==> src/shared/nvm_guard_pkg.sv <==
package nvm_guard_pkg;
    // Core clock 20 MHz
    localparam int unsigned CLK_HZ             = 20000000;
    // Power-up timer, in milliseconds
    localparam int unsigned PWRT_MS            = 64;
    localparam int unsigned PWRT_CYCLES        = PWRT_MS * (CLK_HZ / 1000);
    // Typical array write time, in milliseconds
    localparam int unsigned WRITE_MS           = 2;
    localparam int unsigned WRITE_CYCLES       = WRITE_MS * (CLK_HZ / 1000);
    // Instruction cycles of write set-up after write_go
    localparam int unsigned SETUP_CYCLES       = 2;
    // Unlock key bytes
    localparam logic [7:0]  KEY_FIRST          = 8'h55;
    localparam logic [7:0]  KEY_SECOND         = 8'haa;
    // Protect fuse value meaning data is protected
    localparam logic        FUSE_PROTECTED     = 1'b0;
    localparam logic        LATCH_ONLY_ON      = 1'b1;
    // Reset values
    localparam logic        WRITE_PERMIT_RST   = 1'b0;
    localparam logic        WRITE_GO_RST       = 1'b0;
    localparam logic        DONE_FLAG_RST      = 1'b0;
    localparam int unsigned CNT_W              = 21;

    // Unlock sequence tracker
    typedef enum logic [1:0] {
        KEY_IDLE = 2'b00,
        KEY_GOT1 = 2'b01,
        KEY_GOT2 = 2'b11
    } key_state_type;

    // Write sequencer, Gray along idle-setup-stall-finish
    typedef enum logic [1:0] {
        WR_IDLE   = 2'b00,
        WR_SETUP  = 2'b01,
        WR_STALL  = 2'b11,
        WR_FINISH = 2'b10
    } wr_state_type;
endpackage

==> src/shared/nvm_timer_if.sv <==
`timescale 1ns/1ps
interface nvm_timer_if;
    logic                            load;
    logic [nvm_guard_pkg::CNT_W-1:0] count;
    logic                            expired;

    modport owner (output load, output count, input expired);
    modport timer (input load, input count, output expired);
endinterface

==> src/nvm_down_timer.sv <==
`timescale 1ns/1ps
// Loadable down counter shared by power-up and write timing
module nvm_down_timer (
    input  wire logic  ref_clk_i,
    input  wire logic  sys_rst_i,
    input  wire logic  start_i,
    nvm_timer_if.timer tmr
);
    logic [nvm_guard_pkg::CNT_W-1:0] cnt_q;
    logic [nvm_guard_pkg::CNT_W-1:0] cnt_d;

    // Reload wins over counting
    always_comb begin
        cnt_d = cnt_q;
        if (tmr.load) begin
            cnt_d = tmr.count;
        end else if (cnt_q != '0) begin
            cnt_d = cnt_q - nvm_guard_pkg::CNT_W'(1);
        end
    end

    // Starts at zero; the owner holds off at power-up by loading it
    always_ff @(posedge ref_clk_i or posedge sys_rst_i) begin
        if (sys_rst_i) begin
            cnt_q <= '0;
        end else begin
            cnt_q <= cnt_d;
        end
    end

    assign tmr.expired = (cnt_q == '0) && !tmr.load && !start_i;
endmodule

==> src/nvm_write_guard.sv <==
`timescale 1ns/1ps
module nvm_write_guard (
    input  wire logic       ref_clk_i,
    input  wire logic       sys_rst_i,
    input  wire logic       permit_set_i,
    input  wire logic       permit_clr_i,
    input  wire logic       key_wr_i,
    input  wire logic [7:0] key_data_i,
    input  wire logic       write_go_set_i,
    input  wire logic       latch_only_load_i,
    input  wire logic       done_clr_i,
    input  wire logic       data_protect_fuse_i,
    input  wire logic       ext_req_i,
    input  wire logic       sleep_req_i,
    output logic            write_permit_o,
    output logic            write_go_o,
    output logic            nvm_done_flag_o,
    output logic            pwrt_busy_o,
    output logic            core_stall_o,
    output logic            array_write_o,
    output logic            latch_load_o,
    output logic            ext_grant_o,
    output logic            sleep_allow_o,
    output logic            reject_o
);
    // Timer carrier shared by the power-up hold-off and the write timing
    nvm_timer_if tmr ();

    // Pin-side inputs, two flops each before any logic reads them
    logic fuse_meta_q;
    logic fuse_sync_q;
    logic ext_meta_q;
    logic ext_sync_q;

    // Power-up hold-off
    logic pwrt_load_q;
    logic pwrt_load_d;
    logic pwrt_busy_q;
    logic pwrt_busy_d;

    // Software-owned control and status bits
    logic write_permit_q;
    logic write_permit_d;
    logic done_flag_q;
    logic done_flag_d;

    // Unlock tracker
    nvm_guard_pkg::key_state_type key_q;
    nvm_guard_pkg::key_state_type key_d;

    // Write sequencer
    nvm_guard_pkg::wr_state_type wr_q;
    nvm_guard_pkg::wr_state_type wr_d;
    logic                        write_go_q;
    logic                        write_go_d;
    logic                        latch_only_q;
    logic                        latch_only_d;
    logic [1:0]                  setup_cnt_q;
    logic [1:0]                  setup_cnt_d;
    logic                        latch_load_q;
    logic                        latch_load_d;
    logic                        reject_q;
    logic                        reject_d;

    // Request decode
    logic                        go_accept;
    logic                        timer_load_write;

    // Synchronisers for the fuse and the external access request
    always_ff @(posedge ref_clk_i or posedge sys_rst_i) begin
        if (sys_rst_i) begin
            // Fuse reads as protected until sampled, the safe side
            fuse_meta_q <= nvm_guard_pkg::FUSE_PROTECTED;
            fuse_sync_q <= nvm_guard_pkg::FUSE_PROTECTED;
            ext_meta_q  <= 1'b0;
            ext_sync_q  <= 1'b0;
        end else begin
            fuse_meta_q <= data_protect_fuse_i;
            fuse_sync_q <= fuse_meta_q;
            ext_meta_q  <= ext_req_i;
            ext_sync_q  <= ext_meta_q;
        end
    end

    // Power-up hold-off next state
    // Load pulse lasts one cycle; busy drops only once the count runs out
    always_comb begin
        pwrt_load_d = 1'b0;
        pwrt_busy_d = pwrt_busy_q;
        if (pwrt_busy_q && !pwrt_load_q && tmr.expired) begin
            pwrt_busy_d = 1'b0;
        end
    end

    // Power-up hold-off registers, busy from reset on
    always_ff @(posedge ref_clk_i or posedge sys_rst_i) begin
        if (sys_rst_i) begin
            pwrt_load_q <= 1'b1;
            pwrt_busy_q <= 1'b1;
        end else begin
            pwrt_load_q <= pwrt_load_d;
            pwrt_busy_q <= pwrt_busy_d;
        end
    end

    // One timer serves both phases; writes cannot start while power-up runs
    assign tmr.load  = pwrt_load_q || timer_load_write;
    assign tmr.count = pwrt_load_q ? nvm_guard_pkg::CNT_W'(nvm_guard_pkg::PWRT_CYCLES)
                                   : nvm_guard_pkg::CNT_W'(nvm_guard_pkg::WRITE_CYCLES);

    nvm_down_timer nvm_down_timer_i (
        .ref_clk_i (ref_clk_i),
        .sys_rst_i (sys_rst_i),
        .start_i   (pwrt_load_q),
        .tmr       (tmr)
    );

    // Control bits next state
    always_comb begin
        write_permit_d = write_permit_q;
        // Only software moves the permit bit, never a finished write
        if (permit_clr_i) begin
            write_permit_d = 1'b0;
        end
        if (permit_set_i) begin
            write_permit_d = 1'b1;
        end
        done_flag_d = done_flag_q;
        if (done_clr_i) begin
            done_flag_d = 1'b0;
        end
        // Set wins over a clear in the same cycle, so no completion is lost
        if ((wr_q == nvm_guard_pkg::WR_FINISH) && !latch_only_q) begin
            done_flag_d = 1'b1;
        end
    end

    // Control bits registers
    always_ff @(posedge ref_clk_i or posedge sys_rst_i) begin
        if (sys_rst_i) begin
            write_permit_q <= nvm_guard_pkg::WRITE_PERMIT_RST;
            done_flag_q    <= nvm_guard_pkg::DONE_FLAG_RST;
        end else begin
            write_permit_q <= write_permit_d;
            done_flag_q    <= done_flag_d;
        end
    end

    // Unlock tracker next state
    // Any go attempt spends the unlock, so every byte needs a fresh sequence
    always_comb begin
        key_d = key_q;
        if (write_go_set_i) begin
            key_d = nvm_guard_pkg::KEY_IDLE;
        end else if (key_wr_i) begin
            unique case (key_q)
                nvm_guard_pkg::KEY_GOT1: begin
                    if (key_data_i == nvm_guard_pkg::KEY_SECOND) begin
                        key_d = nvm_guard_pkg::KEY_GOT2;
                    end else if (key_data_i == nvm_guard_pkg::KEY_FIRST) begin
                        key_d = nvm_guard_pkg::KEY_GOT1;
                    end else begin
                        key_d = nvm_guard_pkg::KEY_IDLE;
                    end
                end
                default: begin
                    // Idle, armed, or an illegal code: restart on a first key
                    if (key_data_i == nvm_guard_pkg::KEY_FIRST) begin
                        key_d = nvm_guard_pkg::KEY_GOT1;
                    end else begin
                        key_d = nvm_guard_pkg::KEY_IDLE;
                    end
                end
            endcase
        end
    end

    // Unlock tracker register
    always_ff @(posedge ref_clk_i or posedge sys_rst_i) begin
        if (sys_rst_i) begin
            key_q <= nvm_guard_pkg::KEY_IDLE;
        end else begin
            key_q <= key_d;
        end
    end

    // A go request counts only when every guard agrees
    assign go_accept = write_go_set_i
                       && (key_q == nvm_guard_pkg::KEY_GOT2)
                       && write_permit_q
                       && !pwrt_busy_q
                       && (wr_q == nvm_guard_pkg::WR_IDLE)
                       && !write_go_q;

    // Write sequencer next state
    always_comb begin
        wr_d             = wr_q;
        write_go_d       = write_go_q;
        latch_only_d     = latch_only_q;
        setup_cnt_d      = setup_cnt_q;
        latch_load_d     = 1'b0;
        timer_load_write = 1'b0;
        // Refused attempts leave go, array and flag alone
        reject_d         = write_go_set_i && !go_accept;
        unique case (wr_q)
            nvm_guard_pkg::WR_IDLE: begin
                if (go_accept) begin
                    wr_d         = nvm_guard_pkg::WR_SETUP;
                    write_go_d   = 1'b1;
                    latch_only_d = (latch_only_load_i == nvm_guard_pkg::LATCH_ONLY_ON);
                    setup_cnt_d  = 2'(nvm_guard_pkg::SETUP_CYCLES - 1);
                end
            end
            nvm_guard_pkg::WR_SETUP: begin
                if (setup_cnt_q != 2'h0) begin
                    setup_cnt_d = setup_cnt_q - 2'h1;
                end else if (latch_only_q) begin
                    // Latch load only: no array cycle, core keeps running
                    latch_load_d = 1'b1;
                    wr_d         = nvm_guard_pkg::WR_FINISH;
                end else begin
                    timer_load_write = 1'b1;
                    wr_d             = nvm_guard_pkg::WR_STALL;
                end
            end
            nvm_guard_pkg::WR_STALL: begin
                // Stall ends with the count; the core resumes after its nops
                if (tmr.expired) begin
                    wr_d = nvm_guard_pkg::WR_FINISH;
                end
            end
            nvm_guard_pkg::WR_FINISH: begin
                write_go_d = 1'b0;
                wr_d       = nvm_guard_pkg::WR_IDLE;
            end
        endcase
    end

    // Write sequencer registers
    always_ff @(posedge ref_clk_i or posedge sys_rst_i) begin
        if (sys_rst_i) begin
            wr_q         <= nvm_guard_pkg::WR_IDLE;
            write_go_q   <= nvm_guard_pkg::WRITE_GO_RST;
            latch_only_q <= 1'b0;
            setup_cnt_q  <= 2'h0;
            latch_load_q <= 1'b0;
            reject_q     <= 1'b0;
        end else begin
            wr_q         <= wr_d;
            write_go_q   <= write_go_d;
            latch_only_q <= latch_only_d;
            setup_cnt_q  <= setup_cnt_d;
            latch_load_q <= latch_load_d;
            reject_q     <= reject_d;
        end
    end

    // Outputs
    assign write_permit_o  = write_permit_q;
    assign write_go_o      = write_go_q;
    assign nvm_done_flag_o = done_flag_q;
    assign pwrt_busy_o     = pwrt_busy_q;
    assign core_stall_o    = (wr_q == nvm_guard_pkg::WR_STALL);
    assign array_write_o   = (wr_q == nvm_guard_pkg::WR_STALL);
    assign latch_load_o    = latch_load_q;
    assign reject_o        = reject_q;
    // Protected data is reachable by the core only
    assign ext_grant_o     = ext_sync_q && (fuse_sync_q != nvm_guard_pkg::FUSE_PROTECTED);
    // Stall is not sleep: clocks keep running
    assign sleep_allow_o   = sleep_req_i && (wr_q != nvm_guard_pkg::WR_STALL);
endmodule
==> config.mk <==
export PLATFORM = sky130hd
export DESIGN_NAME = nvm_write_guard
export DESIGN_NICKNAME = d
export VERILOG_FILES = /design/src/shared/nvm_guard_pkg.sv /design/src/shared/nvm_timer_if.sv /design/src/nvm_down_timer.sv /design/src/nvm_write_guard.sv
export SDC_FILE = /design/constraint.sdc
export NUM_CORES = 1
export LEC_CHECK = 0
export ABC_CLOCK_PERIOD_IN_PS = 2400
export BUFFER_PORTS_ARGS = -buffer_cell sky130_fd_sc_hd__buf_2
export CORE_ASPECT_RATIO = 2
export CORE_MARGIN = 2
export CORE_UTILIZATION = 50
export DETAILED_ROUTE_END_ITERATION = 10
export PLACE_DENSITY = 0.75
export SLEW_MARGIN = 25
export SYNTH_ARGS = -nofsm -noshare
export SYNTH_HDL_FRONTEND = slang
export SYNTH_SLANG_ARGS = --single-unit
==> constraint.sdc <==
create_clock -name ref_clk_i -period 2.4 [get_ports ref_clk_i]
set_input_delay 0.24 -clock ref_clk_i [delete_from_list [all_inputs] [get_ports ref_clk_i]]
set_output_delay 0.24 -clock ref_clk_i [all_outputs]
set_load 0.03 [all_outputs]
* Word level (Yosys, flattened, before mapping)
Index checks and enable logic that the tools add are counted.
Cells by class: $add $sub $neg 2, eq/ne operators 12, multiplexer cells 27, reduce and logical (&&, ||, !) cells 34
Operators with widths (number):
- two-way mux 21 bit | 3
- logical NOT 21 bit | 1
- nonzero test 21 bit | 1
- subtractor 21 x 1 -> 21 bit, second input constant | 1
- two-way mux 2 bit | 8
- nonzero test 2 bit | 7
- logical AND 1 bit | 13
- two-way mux 1 bit | 13
- equality test 8 x 7 -> 1 bit, second input constant | 1
- equality test 8 bit, second input constant | 1
- inequality test 2 bit, second input constant | 4
- one-hot mux 2 bit (4 select lines) | 1
- equality test 2 bit, second input constant | 3
- logical NOT 1 bit | 6
- AND reduction 3 bit | 2
- equality test 2 x 1 -> 1 bit, second input constant | 2
- one-hot mux 2 bit (2 select lines) | 1
- AND reduction 2 bit | 2
- logical NOT 2 bit | 1
- inequality test 2 x 1 -> 1 bit, second input constant | 1
- one-hot mux 1 bit (2 select lines) | 1
- subtractor 2 x 1 -> 2 bit, second input constant | 1
- logical OR 1 bit | 1
Storage, ports and cells: register bits 39, bits of input ports 19, output and inout port bits 10, logic and storage cells 91

* Longest topological paths before layout
word-level depth 9, gate-level depth with buffers 7, depth with buffers taken out 7

* By module
A second synthesis with hierarchy kept.
Second synthesis, totals: cells, all modules 209, area, all modules 2065.7 µm²
By module, submodules not included:
- nvm_down_timer | times used 1, cells each 140, area each 1290.0 µm², seq. area each 525.5 µm²
- nvm_write_guard | times used 1, cells each 69, area each 775.7 µm², seq. area each 452.9 µm²

* Worst setup path after synthesis
OpenSTA, ideal clock, no wires.
path type register to register, from register nvm_down_timer_i.cnt_q[16] (netlist name), to register nvm_down_timer_i.cnt_q[16] (netlist name), setup time 0.118 ns, arrival 1.739 ns, data required time 2.282 ns, path slack 0.543 ns, stages on the path, launching flop included 6, buffers on the path 0, clock period less this slack 1.857 ns, cell sequence dfrtp_1 or4_1 nor4_1 nor3_1 xor2_1 a21o_1
Between the ends: cells in the longest elaborated chain, start to end 3, elaborated cells on any way between the ends 5, those cells by class add/sub: 1; mux: 2; reduce/logical: 2
Ends and longest elaborated chain:
- start, declared | RTL line nvm_down_timer.sv:9 | logic [nvm_guard_pkg::CNT_W-1:0] cnt_q;
- start signal, assigned | RTL line nvm_down_timer.sv:27 | cnt_q <= cnt_d;
- subtractor 21 x 1 -> 21 bit | RTL line nvm_down_timer.sv:18 | cnt_d = cnt_q - nvm_guard_pkg::CNT_W'(1);
- two-way mux 21 bit | RTL line nvm_down_timer.sv:17 | end else if (cnt_q != '0) begin
- two-way mux 21 bit | RTL line nvm_down_timer.sv:15 | if (tmr.load) begin
Several ways; a longest one is shown, not always the timed one. The select of a mux whose other input is x is not followed. A chain may end at the register's enable or synchronous reset.

* Worst setup path in the final report
from register nvm_down_timer_i.cnt_q[17] (netlist name), to register nvm_down_timer_i.cnt_q[16] (netlist name)
Between the ends: cells in the longest elaborated chain, start to end 2
Ends and longest elaborated chain (RTL line):
- nonzero test 21 bit | nvm_down_timer.sv:17
- nonzero test 2 bit (no source line)
No other way between the ends.

==> flow_metrics.tcl <==
set metrics [dict create \
    r2r_slack_ns 0.31 \
    share_of_synthesized_area_occupied_by_flip_flops_and_latches 0.497 \
    launching_point_of_the_worst_reg2reg_path "nvm_down_timer_i.cnt_q[17]$_DFFE_PP0P_" \
    timing.critical_path.arrival_ns 2.27 \
    grt_antenna_before_repair 0 \
    synth-async-reset-ratio 1.00 \
    number_of_slew_limit_violations_in_the_final_report 0 \
    drt-initial-drc-count 74 \
    via_per_inst 5.87 \
    worstReg2RegEnd "nvm_down_timer_i.cnt_q[16]$_DFFE_PP0P_" \
    power_density_mw_per_mm2 910 \
    synth_area_mm2 0.00197 \
    timing.fmax_mhz 479 \
    run_status "finished clean" \
    vias_in_the_first_global_route 1731 \
    crit_path_start_kind "flip-flop" \
    synth_enable_flop_cells 0 \
    globalplace.congestion 0.840 \
    synth_largest_type_area_fraction 0.470 \
    n_fill_cell 330 \
    cts.sinks 39 \
    clock_latency_ns 0.29 \
    layout.area.seq_um2 978 \
    finalClockSkew_ns 0.00537 \
    boundaryPins 29 \
    layout.cells.most_common_list "37 x dfrtp_1, 28 x buf_2, 17 x nand2_1" \
    gate_count_of_the_mapped_netlist 197 \
    total_power_mw 2.09 \
    place_hpwl_um 3480 \
    num_antenna_cells 0 \
    floorplan.initialDensity 0.518 \
    final_period_minus_worst_setup_slack_ns 2.09 \
    drv.max_cap_violation_count 0 \
    wl_met3_um 158 \
    cts.htree.levels 2 \
    finalSetupTns_ns 0 \
    cts.root.buffer_cell "clkbuf_8" \
    worstHoldPathCells 1 \
    grt_remaining_overflow 0 \
    drt-pass1-iter-count 4 \
    final-instance-count-excl-fill 286 \
    die_area_mm2 0.00449 \
    crit_path_top_delay_cell "or4_1" \
    cts_tree "yes" \
    cts_hold_repair_buffers 0 \
    crit_path_end_kind "flip-flop" \
    totalWireLength_um 4620 \
    drt-wirelength-per-cell_um 16.2 \
    total_number_of_vias 1678 \
    grt_first_pass_wirelength_um 7750 \
    synth_area_per_cell_um2 10.0 \
    setup.worst_path.start "nvm_down_timer_i.cnt_q[17]$_DFFE_PP0P_" \
    cts_made_buffers 5 \
    clkTransAtPathRegs_ns 0.08 \
    port-buffer-count 28 \
    wl_met2_um 2690 \
    clockBufferDepth 2 \
    synth_seq_cells 39 \
    yosys_most_used_dff "dfrtp_1" \
    route.layer.met1.wl_um 1610 \
    grt_max_degree 40 \
    mappedNetlistNets 219 \
    crit_chain "or4_1, nor4_1, nor3_1, xor2_1, a21o_1" \
    hp-class "in2reg" \
    post_cts.repair.setup_buffers 0 \
    layout_commonest_cell "dfrtp_1" \
    rows 32 \
    synth_area_leader_cell "dfrtp_1" \
    yosysUniqueCellTypes 49 \
    critical-path-max-stage-delay_ns 0.57 \
    crit_family "simple AND/OR/NAND/NOR gates" \
    cellLeakagePower_nw 0.991 \
    die_width_um 48.4 \
    dr.max_layer_used "met4" \
    placedCellCount 278 \
    peakVddDrop_mv 0.599 \
    layout_worst_path_cycle_share 0.870 \
    cts_resized 0 \
    path_class "reg2reg" \
    num-nets-final 256 \
    critPathBufInv 0 \
    yosysWarningCount 0 \
    timing.reg2reg.worst_path_depth 5 \
    setup_violations 0 \
    cp.depth 5 \
    core_area_mm2 0.00380 \
    worst-slew-pin-transition_ns 0.531 \
    drive_gt1_frac 0.226 \
    rsz0062_at_grt "false" \
    last_element_of_the_critical_path "nvm_down_timer_i.cnt_q[16]$_DFFE_PP0P_" \
    cp_max_fo 7 \
    synthTopCellsByArea "dfrtp_1 47%, nand2_1 3.2%, nor4bb_1 3.0%" \
    grt_resource_usage_total 0.224 \
    report.final.hold_viol_count 0 \
    multiInputGateArea_um2 930 \
    floorplan.die.height_um 92.8 \
    required_ns 2.59 \
    area_delta_synth_final_pct 16.8 \
    drcViolationCount 0 \
    max_slew_margin 0.641 \
    final_antenna_net_count 0 \
]
-- Yosys cell counts (all sizes together) (4+ instances only) --
master,number
or3,8
nor4bb,6
nor3,5
nand3,5
dfrtp,37
nor2,13
o21ai,9
xor2,5
nand2b,6
clkbuf,4
inv,8
or4,5
nor4,6
nand4,4
nand2,17
nor2b,5
-- worst min path at each step --
stage	endpoint	slack (ns)	startpoint
final	fuse_meta_q$_DFF_PP0_	0.05	data_protect_fuse_i
after detailed placement	ext_sync_q$_DFF_PP0_	0.34	ext_meta_q$_DFF_PP0_
after global placement	fuse_sync_q$_DFF_PP0_	0.33	fuse_meta_q$_DFF_PP0_
after CTS	ext_meta_q$_DFF_PP0_	0.05	ext_req_i
after global routing	fuse_meta_q$_DFF_PP0_	0.05	data_protect_fuse_i
after floorplan	ext_meta_q$_DFF_PP0_	0.27	ext_req_i
-- final cells by class --
cell class | count | share of cell area
timing repair buffer | 37 | 0.0903
tap | 51 | 0.0277
multi-input combinational | 143 | 0.404
inverter | 8 | 0.0131
sequential | 39 | 0.425
clock inverter | 1 | 0.00218
clock buffer | 7 | 0.0375
-- flip-flops by register name, summed over array words and instances (netlist names) --
| signal | count |
|---|---|
| write_go_o | 1 |
| pwrt_load_q | 1 |
| fuse_sync_q | 1 |
| reject_o | 1 |
| latch_only_q | 1 |
| ext_meta_q | 1 |
| fuse_meta_q | 1 |
| wr_q | 2 |
| key_q | 2 |
| pwrt_busy_o | 1 |
| nvm_done_flag_o | 1 |
| latch_load_o | 1 |
| setup_cnt_q | 2 |
| ext_sync_q | 1 |
| write_permit_o | 1 |
| nvm_down_timer_i.cnt_q | 21 |
-- logic make-up after synthesis --
group	synth area share
and+or+nand+nor	0.277
DFF	0.497
AOI/OAI and AO/OA	0.126
buffers and inverters	0.0317
xor gates and xnor gates	0.0311
adders and majority gates	0.0190
muxes	0.0159
other	0.00190
-- through the flow --
| step | setup WS [ns] | hold WS, ns | utilization | area, µm² |
|---|---|---|---|---|
| 2_1_floorplan | 0.543 | 0.271 | - | 1970 |
| 3_3_place_gp | 0.475 | 0.333 | 0.581 | 2210 |
| 3_5_place_dp | 0.399 | 0.342 | 0.581 | 2210 |
| 4_1_cts | 0.330 | 0.0526 | 0.605 | 2300 |
| 5_1_grt | 0.176 | 0.0515 | 0.605 | 2300 |
| 6_report | 0.312 | 0.0547 | 0.605 | 2300 |
-- metal layers --
metal | vias to the layer above | GRT usage
met5 | - | 0
met3 | 13 | 0.0258
met2 | 48 | 0.439
met1 | 826 | 0.215
met4 | 0 | 0.136
li1 | 791 | -
-- power breakdown --
group          switching, mW  internal (mW)
clock                  0.226          0.232
sequential             0.142          0.774
combinational          0.430          0.289
-- worst register-to-register path, cell delays in order (launching register included) --
cell and delay (ns):
dfrtp_1 0.45, or4_1 0.57, nor4_1 0.49, nor3_1 0.12, xor2_1 0.17, a21o_1 0.18
Power figures use the tool's default switching activity.
